[src/tws_regs.svh]
// Register offsets, field positions, reset values and timing counts of the two-wire slave
`ifndef TWS_REGS_SVH
`define TWS_REGS_SVH
`define TWS_OFF_CTRL     8'h00
`define TWS_OFF_STATUS   8'h04
`define TWS_OFF_TXDATA   8'h08
`define TWS_OFF_RXDATA   8'h0C
`define TWS_CTRL_ADDR_LO 0
`define TWS_CTRL_ADDR_HI 6
`define TWS_CTRL_EN      8
`define TWS_CTRL_LIMIT   9
`define TWS_CTRL_FLUSH   10
`define TWS_CTRL_RST     32'h0000_0000
`define TWS_ST_RXFULL    0
`define TWS_ST_TXEMPTY   1
`define TWS_ST_GCALL     2
`define TWS_ST_READ      3
`define TWS_ST_ACTIVE    4
`define TWS_ST_TXFULL    5
`define TWS_ST_RXEMPTY   6
`define TWS_CLK_MHZ      100
`define TWS_HOLD_NS      50
`define TWS_HOLD_CYC     ((`TWS_HOLD_NS * `TWS_CLK_MHZ + 999) / 1000)
`define TWS_BYTE_BITS    4'h8
`endif

[src/tws_pkg.sv]
// Types shared by the two-wire slave
package tws_pkg;
  typedef enum logic [2:0] {
    TWS_IDLE    = 3'h0,
    TWS_ADDR    = 3'h1,
    TWS_ADDRACK = 3'h3,
    TWS_RXBYTE  = 3'h2,
    TWS_RXACK   = 3'h6,
    TWS_RXCHK   = 3'h7,
    TWS_TXBYTE  = 3'h5,
    TWS_TXACK   = 3'h4
  } tws_state_e;
endpackage

[src/tws_slave.sv]
// Buffered two-wire bus slave with its own byte shift register, with APB registers
`include "tws_regs.svh"

module tws_fifo
  import tws_pkg::*;
#(
  parameter int WIDTH = 8,
  parameter int DEPTH = 8
) (
  // Clock and reset
  input  wire logic             pclk,
  input  wire logic             presetn,
  input  wire logic             flush,
  // Filling side
  input  wire logic             in_valid,
  output logic                  in_ready,
  input  wire logic [WIDTH-1:0] in_data,
  // Draining side
  output logic                  out_valid,
  input  wire logic             out_ready,
  output logic [WIDTH-1:0]      out_data
);
  localparam int AW = (DEPTH > 1) ? $clog2(DEPTH) : 1;
  generate
    if (DEPTH < 2 || (1 << AW) != DEPTH || WIDTH < 1) begin : g_bad
      $error("tws_fifo: DEPTH must be a power of two of at least 2");
    end
  endgenerate
  logic [WIDTH-1:0] mem [DEPTH];
  logic [AW-1:0]    wr_reg, wr_next, rd_reg, rd_next;
  logic [AW:0]      cnt_reg, cnt_next;
  logic             push, pop;

  assign in_ready  = (cnt_reg != (AW+1)'(DEPTH));
  assign out_valid = (cnt_reg != '0);
  assign out_data  = mem[rd_reg];
  assign push      = in_valid & in_ready & ~flush;
  assign pop       = out_valid & out_ready & ~flush;

  always_comb begin
    wr_next  = wr_reg + AW'(push);
    rd_next  = rd_reg + AW'(pop);
    cnt_next = cnt_reg + (AW+1)'(push) - (AW+1)'(pop);
    if (flush) begin
      rd_next  = wr_reg;
      wr_next  = wr_reg;
      cnt_next = '0;
    end
  end

  always_ff @(posedge pclk or negedge presetn) begin
    if (!presetn) begin
      wr_reg  <= '0;
      rd_reg  <= '0;
      cnt_reg <= '0;
    end else begin
      wr_reg  <= wr_next;
      rd_reg  <= rd_next;
      cnt_reg <= cnt_next;
    end
  end

  always_ff @(posedge pclk) begin
    if (push) begin
      mem[wr_reg] <= in_data;
    end
  end
endmodule

module tws_slave
  import tws_pkg::*;
#(
  parameter int DEPTH = 8
) (
  // APB slave
  input  wire logic        pclk,
  input  wire logic        presetn,
  input  wire logic        psel,
  input  wire logic        penable,
  input  wire logic        pwrite,
  input  wire logic [7:0]  paddr,
  input  wire logic [31:0] pwdata,
  output logic [31:0]      prdata,
  output logic             pready,
  output logic             pslverr,
  // Two-wire bus lines, open drain
  input  wire logic        scl_i,
  output logic             scl_o,
  output logic             scl_oe,
  input  wire logic        sda_i,
  output logic             sda_o,
  output logic             sda_oe,
  // Power management
  output logic             wake_o,
  output logic             active_o
);
  generate
    if (DEPTH > 255) begin : g_bad
      $error("tws_slave: DEPTH above 255 not supported");
    end
  endgenerate

  // Pin synchronisers; a level counts once stages two and three agree
  logic [2:0] scl_sy, sda_sy;
  logic       scl_f, sda_f, scl_p, sda_p, scl_f_next, sda_f_next;
  always_comb begin
    scl_f_next = (scl_sy[1] == scl_sy[2]) ? scl_sy[2] : scl_f;
    sda_f_next = (sda_sy[1] == sda_sy[2]) ? sda_sy[2] : sda_f;
  end
  always_ff @(posedge pclk or negedge presetn) begin
    if (!presetn) begin
      scl_sy <= 3'h7;
      sda_sy <= 3'h7;
      scl_f  <= 1'b1;
      sda_f  <= 1'b1;
      scl_p  <= 1'b1;
      sda_p  <= 1'b1;
    end else begin
      scl_sy <= {scl_sy[1:0], scl_i};
      sda_sy <= {sda_sy[1:0], sda_i};
      scl_f  <= scl_f_next;
      sda_f  <= sda_f_next;
      scl_p  <= scl_f;
      sda_p  <= sda_f;
    end
  end
  logic scl_rise, scl_fall, start_ev, stop_ev;
  assign scl_rise = scl_f & ~scl_p;
  assign scl_fall = ~scl_f & scl_p;
  assign start_ev = scl_f & scl_p & sda_p & ~sda_f;
  assign stop_ev  = scl_f & scl_p & ~sda_p & sda_f;

  // APB registers
  logic [31:0] ctrl_reg, ctrl_next, prdata_reg, prdata_next;
  logic        rxfull_reg, rxfull_next, gcall_reg, gcall_next;
  logic        setup, access, done, sel_tx, sel_rx, sel_ctl, sel_st;
  logic        tx_in_ready, tx_valid, tx_pop, tx_flush, rx_ready, rx_valid, rx_push;
  logic        set_full, set_gc;
  logic [7:0]  tx_data, rx_data, sh_reg, sh_next, msg_reg, msg_next;
  logic [6:0]  own_addr;
  tws_state_e  st_reg, st_next;
  logic        dir_reg, dir_next;
  assign sel_ctl  = (paddr == `TWS_OFF_CTRL);
  assign sel_st   = (paddr == `TWS_OFF_STATUS);
  assign sel_tx   = (paddr == `TWS_OFF_TXDATA);
  assign sel_rx   = (paddr == `TWS_OFF_RXDATA);
  assign setup    = psel & ~penable;
  assign access   = psel & penable;
  assign pready   = ~(sel_tx & pwrite) | tx_in_ready;
  assign done     = access & pready;
  assign pslverr  = access & ~(sel_ctl | sel_st | sel_tx | sel_rx);
  assign prdata   = prdata_reg;
  assign own_addr = ctrl_reg[`TWS_CTRL_ADDR_HI:`TWS_CTRL_ADDR_LO];

  always_comb begin
    ctrl_next   = ctrl_reg;
    rxfull_next = rxfull_reg;
    gcall_next  = gcall_reg;
    prdata_next = prdata_reg;
    ctrl_next[`TWS_CTRL_FLUSH] = 1'b0;
    if (done && pwrite && sel_ctl) begin
      ctrl_next = pwdata;
    end
    if (done && pwrite && sel_st) begin
      rxfull_next = rxfull_reg & ~pwdata[`TWS_ST_RXFULL];
      gcall_next  = gcall_reg & ~pwdata[`TWS_ST_GCALL];
    end
    // Hardware set wins over a software clear in the same cycle
    if (set_full) begin
      rxfull_next = 1'b1;
    end
    if (set_gc) begin
      gcall_next = 1'b1;
    end
    if (setup) begin
      prdata_next = 32'h0000_0000;
      if (sel_ctl) begin
        prdata_next = ctrl_reg;
        prdata_next[`TWS_CTRL_FLUSH] = 1'b0;
      end else if (sel_st) begin
        prdata_next[`TWS_ST_RXFULL]  = rxfull_reg;
        prdata_next[`TWS_ST_TXEMPTY] = ~tx_valid;
        prdata_next[`TWS_ST_GCALL]   = gcall_reg;
        prdata_next[`TWS_ST_READ]    = dir_reg;
        prdata_next[`TWS_ST_ACTIVE]  = (st_reg != TWS_IDLE);
        prdata_next[`TWS_ST_TXFULL]  = ~tx_in_ready;
        prdata_next[`TWS_ST_RXEMPTY] = ~rx_valid;
      end else if (sel_rx) begin
        prdata_next[7:0] = rx_valid ? rx_data : 8'h00;
      end
    end
  end
  always_ff @(posedge pclk or negedge presetn) begin
    if (!presetn) begin
      ctrl_reg   <= `TWS_CTRL_RST;
      rxfull_reg <= 1'b0;
      gcall_reg  <= 1'b0;
      prdata_reg <= 32'h0000_0000;
    end else begin
      ctrl_reg   <= ctrl_next;
      rxfull_reg <= rxfull_next;
      gcall_reg  <= gcall_next;
      prdata_reg <= prdata_next;
    end
  end

  tws_fifo #(.WIDTH(8), .DEPTH(DEPTH)) u_tx (
    .pclk      (pclk),
    .presetn   (presetn),
    .flush     (tx_flush | ctrl_reg[`TWS_CTRL_FLUSH]),
    .in_valid  (access & pwrite & sel_tx),
    .in_ready  (tx_in_ready),
    .in_data   (pwdata[7:0]),
    .out_valid (tx_valid),
    .out_ready (tx_pop),
    .out_data  (tx_data)
  );
  tws_fifo #(.WIDTH(8), .DEPTH(DEPTH)) u_rx (
    .pclk      (pclk),
    .presetn   (presetn),
    .flush     (1'b0),
    .in_valid  (rx_push),
    .in_ready  (rx_ready),
    .in_data   (sh_reg),
    .out_valid (rx_valid),
    .out_ready (done & ~pwrite & sel_rx),
    .out_data  (rx_data)
  );

  // Transfer state machine driven by the synchronised bus edges
  logic [3:0] cnt_reg, cnt_next;
  logic       sda_reg, sda_next, ack_reg, ack_next, ev_hold, load, abort, lim_hit;
  logic [7:0] hold_reg, hold_next;
  assign lim_hit = ctrl_reg[`TWS_CTRL_LIMIT] & (msg_reg == 8'(DEPTH));

  always_comb begin
    st_next  = st_reg;
    cnt_next = cnt_reg;
    sh_next  = sh_reg;
    sda_next = sda_reg;
    dir_next = dir_reg;
    ack_next = ack_reg;
    msg_next = msg_reg;
    tx_pop   = 1'b0;
    rx_push  = 1'b0;
    tx_flush = 1'b0;
    set_full = 1'b0;
    set_gc   = 1'b0;
    ev_hold  = 1'b0;
    load     = 1'b0;
    abort    = 1'b0;
    if (start_ev && ctrl_reg[`TWS_CTRL_EN]) begin
      st_next  = TWS_ADDR;
      cnt_next = 4'h0;
      sda_next = 1'b0;
      msg_next = 8'h00;
      ev_hold  = 1'b1;
    end else if (stop_ev) begin
      // Only a stop after a stored data byte marks the buffer full
      if (st_reg == TWS_RXCHK ||
          (st_reg == TWS_RXBYTE && cnt_reg <= 4'h1 && msg_reg != 8'h00)) begin
        set_full = 1'b1;
      end
      abort = 1'b1;
    end else begin
      if (scl_rise && st_reg inside {TWS_ADDR, TWS_RXBYTE, TWS_RXCHK, TWS_TXBYTE}) begin
        cnt_next = cnt_reg + 4'h1;
        if (st_reg != TWS_TXBYTE) begin
          sh_next = {sh_reg[6:0], sda_f};
        end
      end
      if (scl_fall && cnt_reg == `TWS_BYTE_BITS &&
          st_reg inside {TWS_ADDR, TWS_RXBYTE, TWS_TXBYTE}) begin
        ev_hold = 1'b1;
      end
      unique case (st_reg)
        TWS_IDLE: begin
        end
        TWS_ADDR: begin
          if (scl_fall && cnt_reg == `TWS_BYTE_BITS) begin
            if (sh_reg[7:1] == 7'h00 || sh_reg[7:1] == own_addr) begin
              set_gc   = (sh_reg[7:1] == 7'h00);
              dir_next = sh_reg[0];
              if (sh_reg[0] && !tx_valid) begin
                abort = 1'b1;
              end else if (!sh_reg[0] && (rxfull_reg || !rx_ready)) begin
                abort = 1'b1;
              end else begin
                sda_next = 1'b1;
                st_next  = TWS_ADDRACK;
              end
            end else begin
              abort = 1'b1;
            end
          end
        end
        TWS_ADDRACK: begin
          if (scl_fall) begin
            if (dir_reg) begin
              load = 1'b1;
            end else begin
              sda_next = 1'b0;
              cnt_next = 4'h0;
              st_next  = TWS_RXBYTE;
            end
          end
        end
        TWS_TXBYTE: begin
          if (scl_fall) begin
            if (cnt_reg == `TWS_BYTE_BITS) begin
              sda_next = 1'b0;
              st_next  = TWS_TXACK;
            end else begin
              sh_next  = {sh_reg[6:0], 1'b0};
              sda_next = ~sh_reg[6];
            end
          end
        end
        TWS_TXACK: begin
          if (scl_rise) begin
            ack_next = ~sda_f;
          end
          if (scl_fall) begin
            if (!ack_reg) begin
              tx_flush = 1'b1;
              abort    = 1'b1;
            end else begin
              load = 1'b1;
            end
          end
        end
        TWS_RXBYTE: begin
          if (scl_fall && cnt_reg == `TWS_BYTE_BITS) begin
            if (rxfull_reg || !rx_ready || lim_hit) begin
              abort = 1'b1;
            end else begin
              rx_push  = 1'b1;
              msg_next = msg_reg + 8'h01;
              sda_next = 1'b1;
              st_next  = TWS_RXACK;
            end
          end
        end
        TWS_RXACK: begin
          if (scl_fall) begin
            sda_next = 1'b0;
            cnt_next = 4'h0;
            st_next  = TWS_RXCHK;
          end
        end
        TWS_RXCHK: begin
          if (scl_rise) begin
            st_next = TWS_RXBYTE;
          end
        end
      endcase
      if (load) begin
        if (!tx_valid) begin
          abort = 1'b1;
        end else if (lim_hit) begin
          abort = 1'b1;
        end else begin
          tx_pop   = 1'b1;
          sh_next  = tx_data;
          sda_next = ~tx_data[7];
          cnt_next = 4'h0;
          msg_next = msg_reg + 8'h01;
          st_next  = TWS_TXBYTE;
        end
      end
    end
    if (abort) begin
      st_next  = TWS_IDLE;
      sda_next = 1'b0;
      cnt_next = 4'h0;
    end
  end

  // Clock stretch: hold SCL low for the service time once it is low
  always_comb begin
    hold_next = hold_reg;
    // An abort releases the clock at once, even on a byte event
    if (abort) begin
      hold_next = 8'h00;
    end else if (ev_hold) begin
      hold_next = 8'(`TWS_HOLD_CYC);
    end else if (hold_reg != 8'h00 && !scl_f) begin
      hold_next = hold_reg - 8'h01;
    end
  end

  always_ff @(posedge pclk or negedge presetn) begin
    if (!presetn) begin
      st_reg   <= TWS_IDLE;
      cnt_reg  <= 4'h0;
      sh_reg   <= 8'h00;
      sda_reg  <= 1'b0;
      dir_reg  <= 1'b0;
      ack_reg  <= 1'b0;
      msg_reg  <= 8'h00;
      hold_reg <= 8'h00;
    end else begin
      st_reg   <= st_next;
      cnt_reg  <= cnt_next;
      sh_reg   <= sh_next;
      sda_reg  <= sda_next;
      dir_reg  <= dir_next;
      ack_reg  <= ack_next;
      msg_reg  <= msg_next;
      hold_reg <= hold_next;
    end
  end

  assign scl_o    = 1'b0;
  assign sda_o    = 1'b0;
  assign scl_oe   = (hold_reg != 8'h00);
  assign sda_oe   = sda_reg;
  assign wake_o   = start_ev & ctrl_reg[`TWS_CTRL_EN];
  assign active_o = (st_reg != TWS_IDLE);
endmodule

[config.mk]
export PLATFORM = sky130hd
export DESIGN_NAME = tws_slave
export DESIGN_NICKNAME = d
export VERILOG_FILES = /design/src/tws_pkg.sv /design/src/tws_slave.sv
export VERILOG_INCLUDE_DIRS = /design/src
export SDC_FILE = /design/constraint.sdc
export NUM_CORES = 1
export LEC_CHECK = 0
export BUFFER_PORTS_ARGS = -buffer_cell sky130_fd_sc_hd__buf_2
export CAP_MARGIN = 20
export CORE_ASPECT_RATIO = 1.25
export CORE_MARGIN = 2
export CORE_UTILIZATION = 25
export DETAILED_ROUTE_END_ITERATION = 6
export PLACE_DENSITY_LB_ADDON = 0.3
export SLEW_MARGIN = 10
export SYNTH_ARGS = -nofsm -noshare
export SYNTH_HDL_FRONTEND = slang
export SYNTH_HIERARCHICAL = 1
export SYNTH_SLANG_ARGS = --single-unit
[constraint.sdc]
create_clock -name pclk -period 2.75 [get_ports pclk]
set_input_delay 0.1375 -clock pclk [delete_from_list [all_inputs] [get_ports pclk]]
set_output_delay 0.1375 -clock pclk [all_outputs]
set_load 0.02 [all_outputs]
==> qor.txt, run 1 <==
YS warnings: 6
final hold viol count: 0
clock sinks: 257
Worst Path Required: 3.22 ns
area leader, netlist: edfxtp_1
most numerous cell in the Yosys netlist: edfxtp_1
DIE AREA: 47300 um2
post-route ant nets: 0
sum of negative setup slack: 0 ns
async set-reset flop share out of synthesis: 50.2%
Metal-1 WL: 11.3 mm
vias in the first global route: 7393
max_cap viols: 0
f_max: 381 MHz
Chip Width: 195 um
initial core utilization: 25.3%
final setup vio count: 0
fin util: 31.4%
GR Overflow Total: 0
Core Area: 45100 um2
Cells after Synth: 780
post-synthesis compound-gate area fraction: 6.68%
Leak: 5.75 nW
Post-synth EDFFs: 128
Clock Pin Slew Worst Setup and Hold Paths: 0.06 ns
DR vias: 6901
sequential area share after synthesis: 62.1%
largest net degree at the start of global routing: 69
initial antenna violation count: 1
DRC: 0
Cell Count, Final, Fillers Out: 1565
Skew-Pair Late Insertion Delay: 0.55 ns
row count: 87
Slew Limit Headroom: 55.2%
P per Cell Area: 622 nW/um2
Die Y: 243 um
Peak VDD IR: 0.000489 V
nets@finish: 1045
unrepaired setup endpoints after global routing: no
Worst setup EP type: flop
Post-Syn Area per Cell: 14.6 um2
DRT iter0 DRCs: 262
H-Tree Depth: 1
XOR/XNOR Fraction of Synth Area: 2.00%
Global Route Usage Sum: 11.5%
PortBufs: 83
Final GP Congestion: 0.834
Avg WL per Cell: 17.1 um
fillers: 4523
Synth Area in Simple Gates: 9.53%
placed insts: 1483
crit path launch type: flop
share of cells above drive strength 1: 29.9%
Synth-to-Final Area Change: 24.2%
Post-Synth Adder-Cell Area: 3.49%
root buffer cell: clkbuf_16
main combinational cell family by area after synthesis: multiplexers
I/O pin total: 87
WP data arrival: 3.10 ns
Final Cycle Share: 95.5%
Post-synth top cells: edfxtp_1 (128), dfrtp_1 (119), mux2_2 (49), nand2_1 (47), nor2_1 (44)
minimum clock period: 2.63 ns
Setup Skew: 0.0205 ns
DR vias/cell: 4.41
status: completed
Cell variety after synth: 70
Hold Crit Class: primary input to flop
ys flop type: edfxtp_1
clock buffer depth: 3
first drt pass iteration count: 5
Inserted Clock Buffers: 25
FF/Latch Area: 7080 um2
Tot Pwr: 0.00881 W
met2 routed WL: 13.8 mm
diode count: 0
Seq cells post-synth: 257
CTS tree: built
max-slew violation count: 0
highest metal used: met4
ranking of synthesized cells by area: edfxtp_1 (34%), dfrtp_1 (26%), mux4_1 (6.9%)
crit path kind: flop to flop
first-pass GRT wire length: 42.6 mm
cell area after synthesis: 11400 um2
top cell type's share of synthesized area: 33.7%
wire length on met3: 989 um
CP Max Fanout: 2
Total Routed Length: 26.8 mm
area occupied by multi-input gates: 4110 um2
DP HPWL: 18.7 mm
Tightest Pin Transition: 0.672 ns
mux cell area share after synthesis: 13.4%
## timing repair
action	4_1_cts	5_1_grt
setup endpoints to repair	0	5
setup buffers	0	2
hold buffers	35	0
hold endpoints to repair	152	0
resized for setup	0	20
## final timing paths
path / from / end / slack [ns] / depth (start not counted)
worst max-delay path: msg_reg[4]$_DFFE_PN0P_ / u_tx/cnt_reg[1]$_DFF_PN0_ / 0.12 / 10
min in group asynchronous: presetn / prdata[28]$_DFFE_PN0P_ / 0.18 / 2
worst max register to register: msg_reg[4]$_DFFE_PN0P_ / u_tx/cnt_reg[1]$_DFF_PN0_ / 0.12 / 10
max in group asynchronous: presetn / cnt_reg[3]$_DFFE_PN0P_ / 1.76 / 3
worst min register to register: sda_sy[0]$_DFF_PN1_ / sda_sy[1]$_DFF_PN1_ / 0.36 / 0
worst min-delay path: psel / ctrl_reg[10]$_DFF_PN0_ / 0.15 / 3
## cell families after synthesis
family / count (synthesis)
AO/OA/AOI/OAI: 102
multiplexers: 95
XOR/XNOR: 26
adder cells (fa/ha/maj): 31
flip-flops: 257
AND/OR/NAND/NOR: 203
other: 1
buffers and inverters: 65
## metal layers
metal	vias to the layer above	global-route usage, %
met1	3423	14.3
met2	136	20.7
li1	3299	-
met4	0	3.86
met5	-	0
met3	43	1.22
## where the power goes
part           leakage (nW)  internal [W]  switching, W
Clock                 0.385       0.00186       0.00148
Sequential             2.84       0.00435      0.000301
Combinational          2.53      0.000425      0.000403
Total                  5.75       0.00663       0.00218
## worst max-delay path: stages (launching register included)
cell and delay [ns]:
dfrtp_1 0.38, or4_4 0.53, o21a_1 0.20, nand2_2 0.08, inv_1 0.05, and3b_2 0.22, ha_1 0.27, inv_1 0.04
ha_2 0.17, fa_2 0.52, nor2b_4 0.12
## metrics by stage
stage          instance area [um2]  hold slack (ns)  worst slack (ns)
2_1_floorplan                11400           -0.158            0.0186
3_3_place_gp                 12900            0.203            0.0806
3_5_place_dp                 12900            0.206            0.0525
4_1_cts                      14100            0.107            0.0430
5_1_grt                      14200            0.137          0.000327
6_report                     14200            0.146             0.124
## area by class of cell
type / count / share of cell area [%]
inverters: 29 / 0.769
multi-input cells: 467 / 29.1
repair buffers: 189 / 9.48
well taps: 578 / 5.11
clock inverters: 12 / 0.707
clock buffers: 33 / 4.84
flip-flops and latches: 257 / 50.0
## cell usage in the layout (no fill, tap or decap), types with 4 or more instances in the layout
| cell type | count |
|---|---|
| a211oi_1 | 5 |
| a21oi_1 | 19 |
| a22o_1 | 23 |
| buf_2 | 82 |
| buf_4 | 68 |
| clkbuf_1 | 5 |
| clkbuf_16 | 25 |
| clkinv_2 | 4 |
| conb_1 | 10 |
| dfrtp_1 | 119 |
| dfstp_2 | 10 |
| dlygate4sd3_1 | 35 |
| edfxtp_1 | 128 |
| ha_1 | 23 |
| inv_1 | 25 |
| inv_2 | 4 |
| mux2_2 | 49 |
| mux2i_1 | 14 |
| mux4_1 | 30 |
| nand2_1 | 45 |
| nand2b_1 | 23 |
| nand3_1 | 16 |
| nand3b_1 | 4 |
| nand4_1 | 6 |
| nor2_1 | 44 |
| nor2b_1 | 7 |
| nor3_1 | 13 |
| nor4_1 | 6 |
| o21ai_0 | 22 |
| o221a_2 | 7 |
| or3_1 | 5 |
| xnor2_1 | 22 |
| xor2_1 | 4 |
(Power assumes the default switching activity.)
==> run 2: changes to the inputs <==
- CTS_BUF_LIST: unset -> sky130_fd_sc_hd__clkbuf_4 sky130_fd_sc_hd__clkbuf_8
==> run 2 against run 1 <==
Against the previous run:
- maximum frequency fell by 0.17%
- wire length rose by 1.6%
- design area rose by 0.49%
- sequential power barely moved
- first-iteration DRC count did not move
- via count rose by 2.3%
- non-clock buffer count did not move
- hold slack got worse by 0.030 ns
- count of clock-buffer cells in the layout rose by 33
==> qor.txt, run 2 (same netlist as run 1, synthesis figures left out) <==
status: completed (unchanged)
Core Area: 45100 um2 (unchanged)
crit path kind: flop to flop (unchanged)
Tightest Pin Transition: 0.704 ns (was 0.672 ns)
H-Tree Depth: 2 (was 1)
WP data arrival: 3.13 ns (was 3.10 ns)
clock buffer depth: 3 (unchanged)
post-route ant nets: 0 (unchanged)
Hold Crit Class: primary input to flop (unchanged)
Final GP Congestion: 0.834 (unchanged)
first drt pass iteration count: 5 (unchanged)
placed cell areas: 12900 um2 (unchanged)
DRT iter0 DRCs: 262 (unchanged)
Avg WL per Cell: 17.1 um (about the same)
row count: 87 (unchanged)
GR Overflow Total: 0 (unchanged)
DR vias/cell: 4.42 (was 4.41)
initial antenna violation count: 2 (was 1)
DIE AREA: 47300 um2 (unchanged)
crit-path leading delay family: adder cells (unchanged)
PortBufs: 83 (unchanged)
Synth-to-Final Area Change: 24.8% (was 24.2%)
critical path cell sequence: or4_4, o21a_1, nand2_2, inv_1, and3b_2, ha_1, inv_1, ha_2, fa_2, nor2b_4 (unchanged)
f_max: 380 MHz (was 381 MHz)
share of cells above drive strength 1: 32.3% (was 29.9%)
fillers: 4515 (was 4523)
DR vias: 7062 (was 6901)
final setup vio count: 0 (unchanged)
Slowest cell on crit path: or4_4 (unchanged)
most common cell after layout, fill and taps aside: edfxtp_1 (unchanged)
unrepaired setup endpoints after global routing: no (unchanged)
area occupied by multi-input gates: 4110 um2 (unchanged)
FF/Latch Area: 7080 um2 (unchanged)
Global Route Usage Sum: 11.8% (was 11.5%)
CTS tree: built (unchanged)
pre-CTS setup slack: 0.0525 ns (unchanged)
Leak: 5.83 nW (was 5.75 nW)
vias in the first global route: 7599 (was 7393)
nets@finish: 1061 (was 1045)
max_cap viols: 0 (unchanged)
Final Cycle Share: 95.7% (was 95.5%)
max-slew violation count: 0 (unchanged)
Skew-Pair Late Insertion Delay: 0.58 ns (was 0.55 ns)
Inserted Clock Buffers: 41 (was 25)
P per Cell Area: 622 nW/um2 (about the same)
Final WS setup: 0.119 ns (was 0.124 ns)
DRC: 0 (unchanged)
CP Max Fanout: 2 (unchanged)
crit path launch type: flop (unchanged)
Worst Path Required: 3.25 ns (was 3.22 ns)
sum of negative setup slack: 0 ns (unchanged)
Buf/Inv on CP: 2 (unchanged)
clock sinks: 257 (unchanged)
final hold viol count: 0 (unchanged)
most frequent cells in the layout: edfxtp_1 (128), dfrtp_1 (119), buf_2 (82) (unchanged)
Clock Pin Slew Worst Setup and Hold Paths: 0.06 ns (about the same)
DP HPWL: 18.7 mm (unchanged)
I/O pin total: 87 (unchanged)
Peak VDD IR: 0.000361 V (was 0.000489 V)
Cell Count, Final, Fillers Out: 1596 (was 1565)
most frequent CP cell: inv_1 (unchanged)
initial core utilization: 25.3% (unchanged)
Die Y: 243 um (unchanged)
root buffer cell: clkbuf_8 (was clkbuf_16)
Design Area, Final: 14200 um2 (about the same)
minimum clock period: 2.63 ns (about the same)
Setup Skew: 0.0360 ns (was 0.0205 ns)
placed insts: 1483 (unchanged)
Worst setup EP type: flop (unchanged)
Chip Width: 195 um (unchanged)
largest net degree at the start of global routing: 69 (unchanged)
Slew Limit Headroom: 53.1% (was 55.2%)
critical path's largest stage delay: 0.54 ns (was 0.53 ns)
Total Routed Length: 27.3 mm (was 26.8 mm)
first-pass GRT wire length: 43.3 mm (was 42.6 mm)
==> run 2: cell types whose count changed in the layout (fill, tap and decap cells not counted) <==
cell / change
bufinv_16: -1
clkbuf_1: -5
clkbuf_16: -25
clkbuf_4: +17
clkbuf_8: +46
clkinv_1: +2
clkinv_2: -1
clkinv_4: -3
clkinvlp_4: -1
diode_2: +1
inv_8: +1
==> run 2: report_power, final <==
part           internal, W  total, W  switching, W
Sequential         0.00435   0.00466      0.000306
Clock              0.00186   0.00337       0.00152
Combinational     0.000424  0.000828      0.000403
Total              0.00663   0.00885       0.00222
==> run 2: path summary, 6_finish.rpt <==
path,start,endpoint,slack [ns],cells past startpoint
setup / recovery,msg_reg[4]$_DFFE_PN0P_,u_tx/cnt_reg[1]$_DFF_PN0_,0.12,10
hold / removal,paddr[3],ctrl_reg[10]$_DFF_PN0_,0.12,3
setup reg to reg,msg_reg[4]$_DFFE_PN0P_,u_tx/cnt_reg[1]$_DFF_PN0_,0.12,10
hold reg to reg,sda_sy[0]$_DFF_PN1_,sda_sy[1]$_DFF_PN1_,0.36,0
max in group asynchronous,presetn,u_rx/wr_reg[2]$_DFFE_PN0N_,1.75,3
min in group asynchronous,presetn,prdata[28]$_DFFE_PN0P_,0.16,2
==> run 2: tightest hold or removal path, stage by stage <==
cell and delay [ns]:
buf_2 0.22, nor3_1 0.10, and3_1 0.18
==> run 2: per-layer routing <==
| metal | share of wire, % | routed length (um) | GRT usage (%) |
|---|---|---|---|
| met1 | 42 | 11500 | 14.3 |
| met2 | 52 | 14200 | 21.2 |
| met3 | 3.1 | 842 | 1.60 |
| met4 | 2.7 | 744 | 4.40 |
| met5 | 0 | 0 | 0 |
==> run 2: area by class of cell <==
cell class                      instances  area share [%]
Timing Repair Buffer                  189            9.44
Sequential cell                       257            49.8
Multi-Input combinational cell        467            28.9
Clock inverter                          9           0.352
Inverter                               29           0.765
Clock buffer                           66            5.64
Tap cell                              578            5.08
Antenna cell                            1          0.0176
==> run 2: repair_timing <==
action	in CTS	in global routing
endpoints found under the setup margin	0	5
setup buffers	0	2
hold buffers	35	0
hold endpoints to repair	160	0
gates resized for setup	0	20
==> run 2: metrics by stage <==
step | hold slack [ns] | util, % | power, W
after global routing | 0.105 | 31.6 | 0.00930
final | 0.116 | 31.6 | 0.00885
after global placement | 0.203 | 28.7 | 0.00548
after floorplan | -0.158 | - | 0.00515
after detailed placement | 0.206 | 28.7 | 0.00551
after CTS | 0.0753 | 31.4 | 0.00899
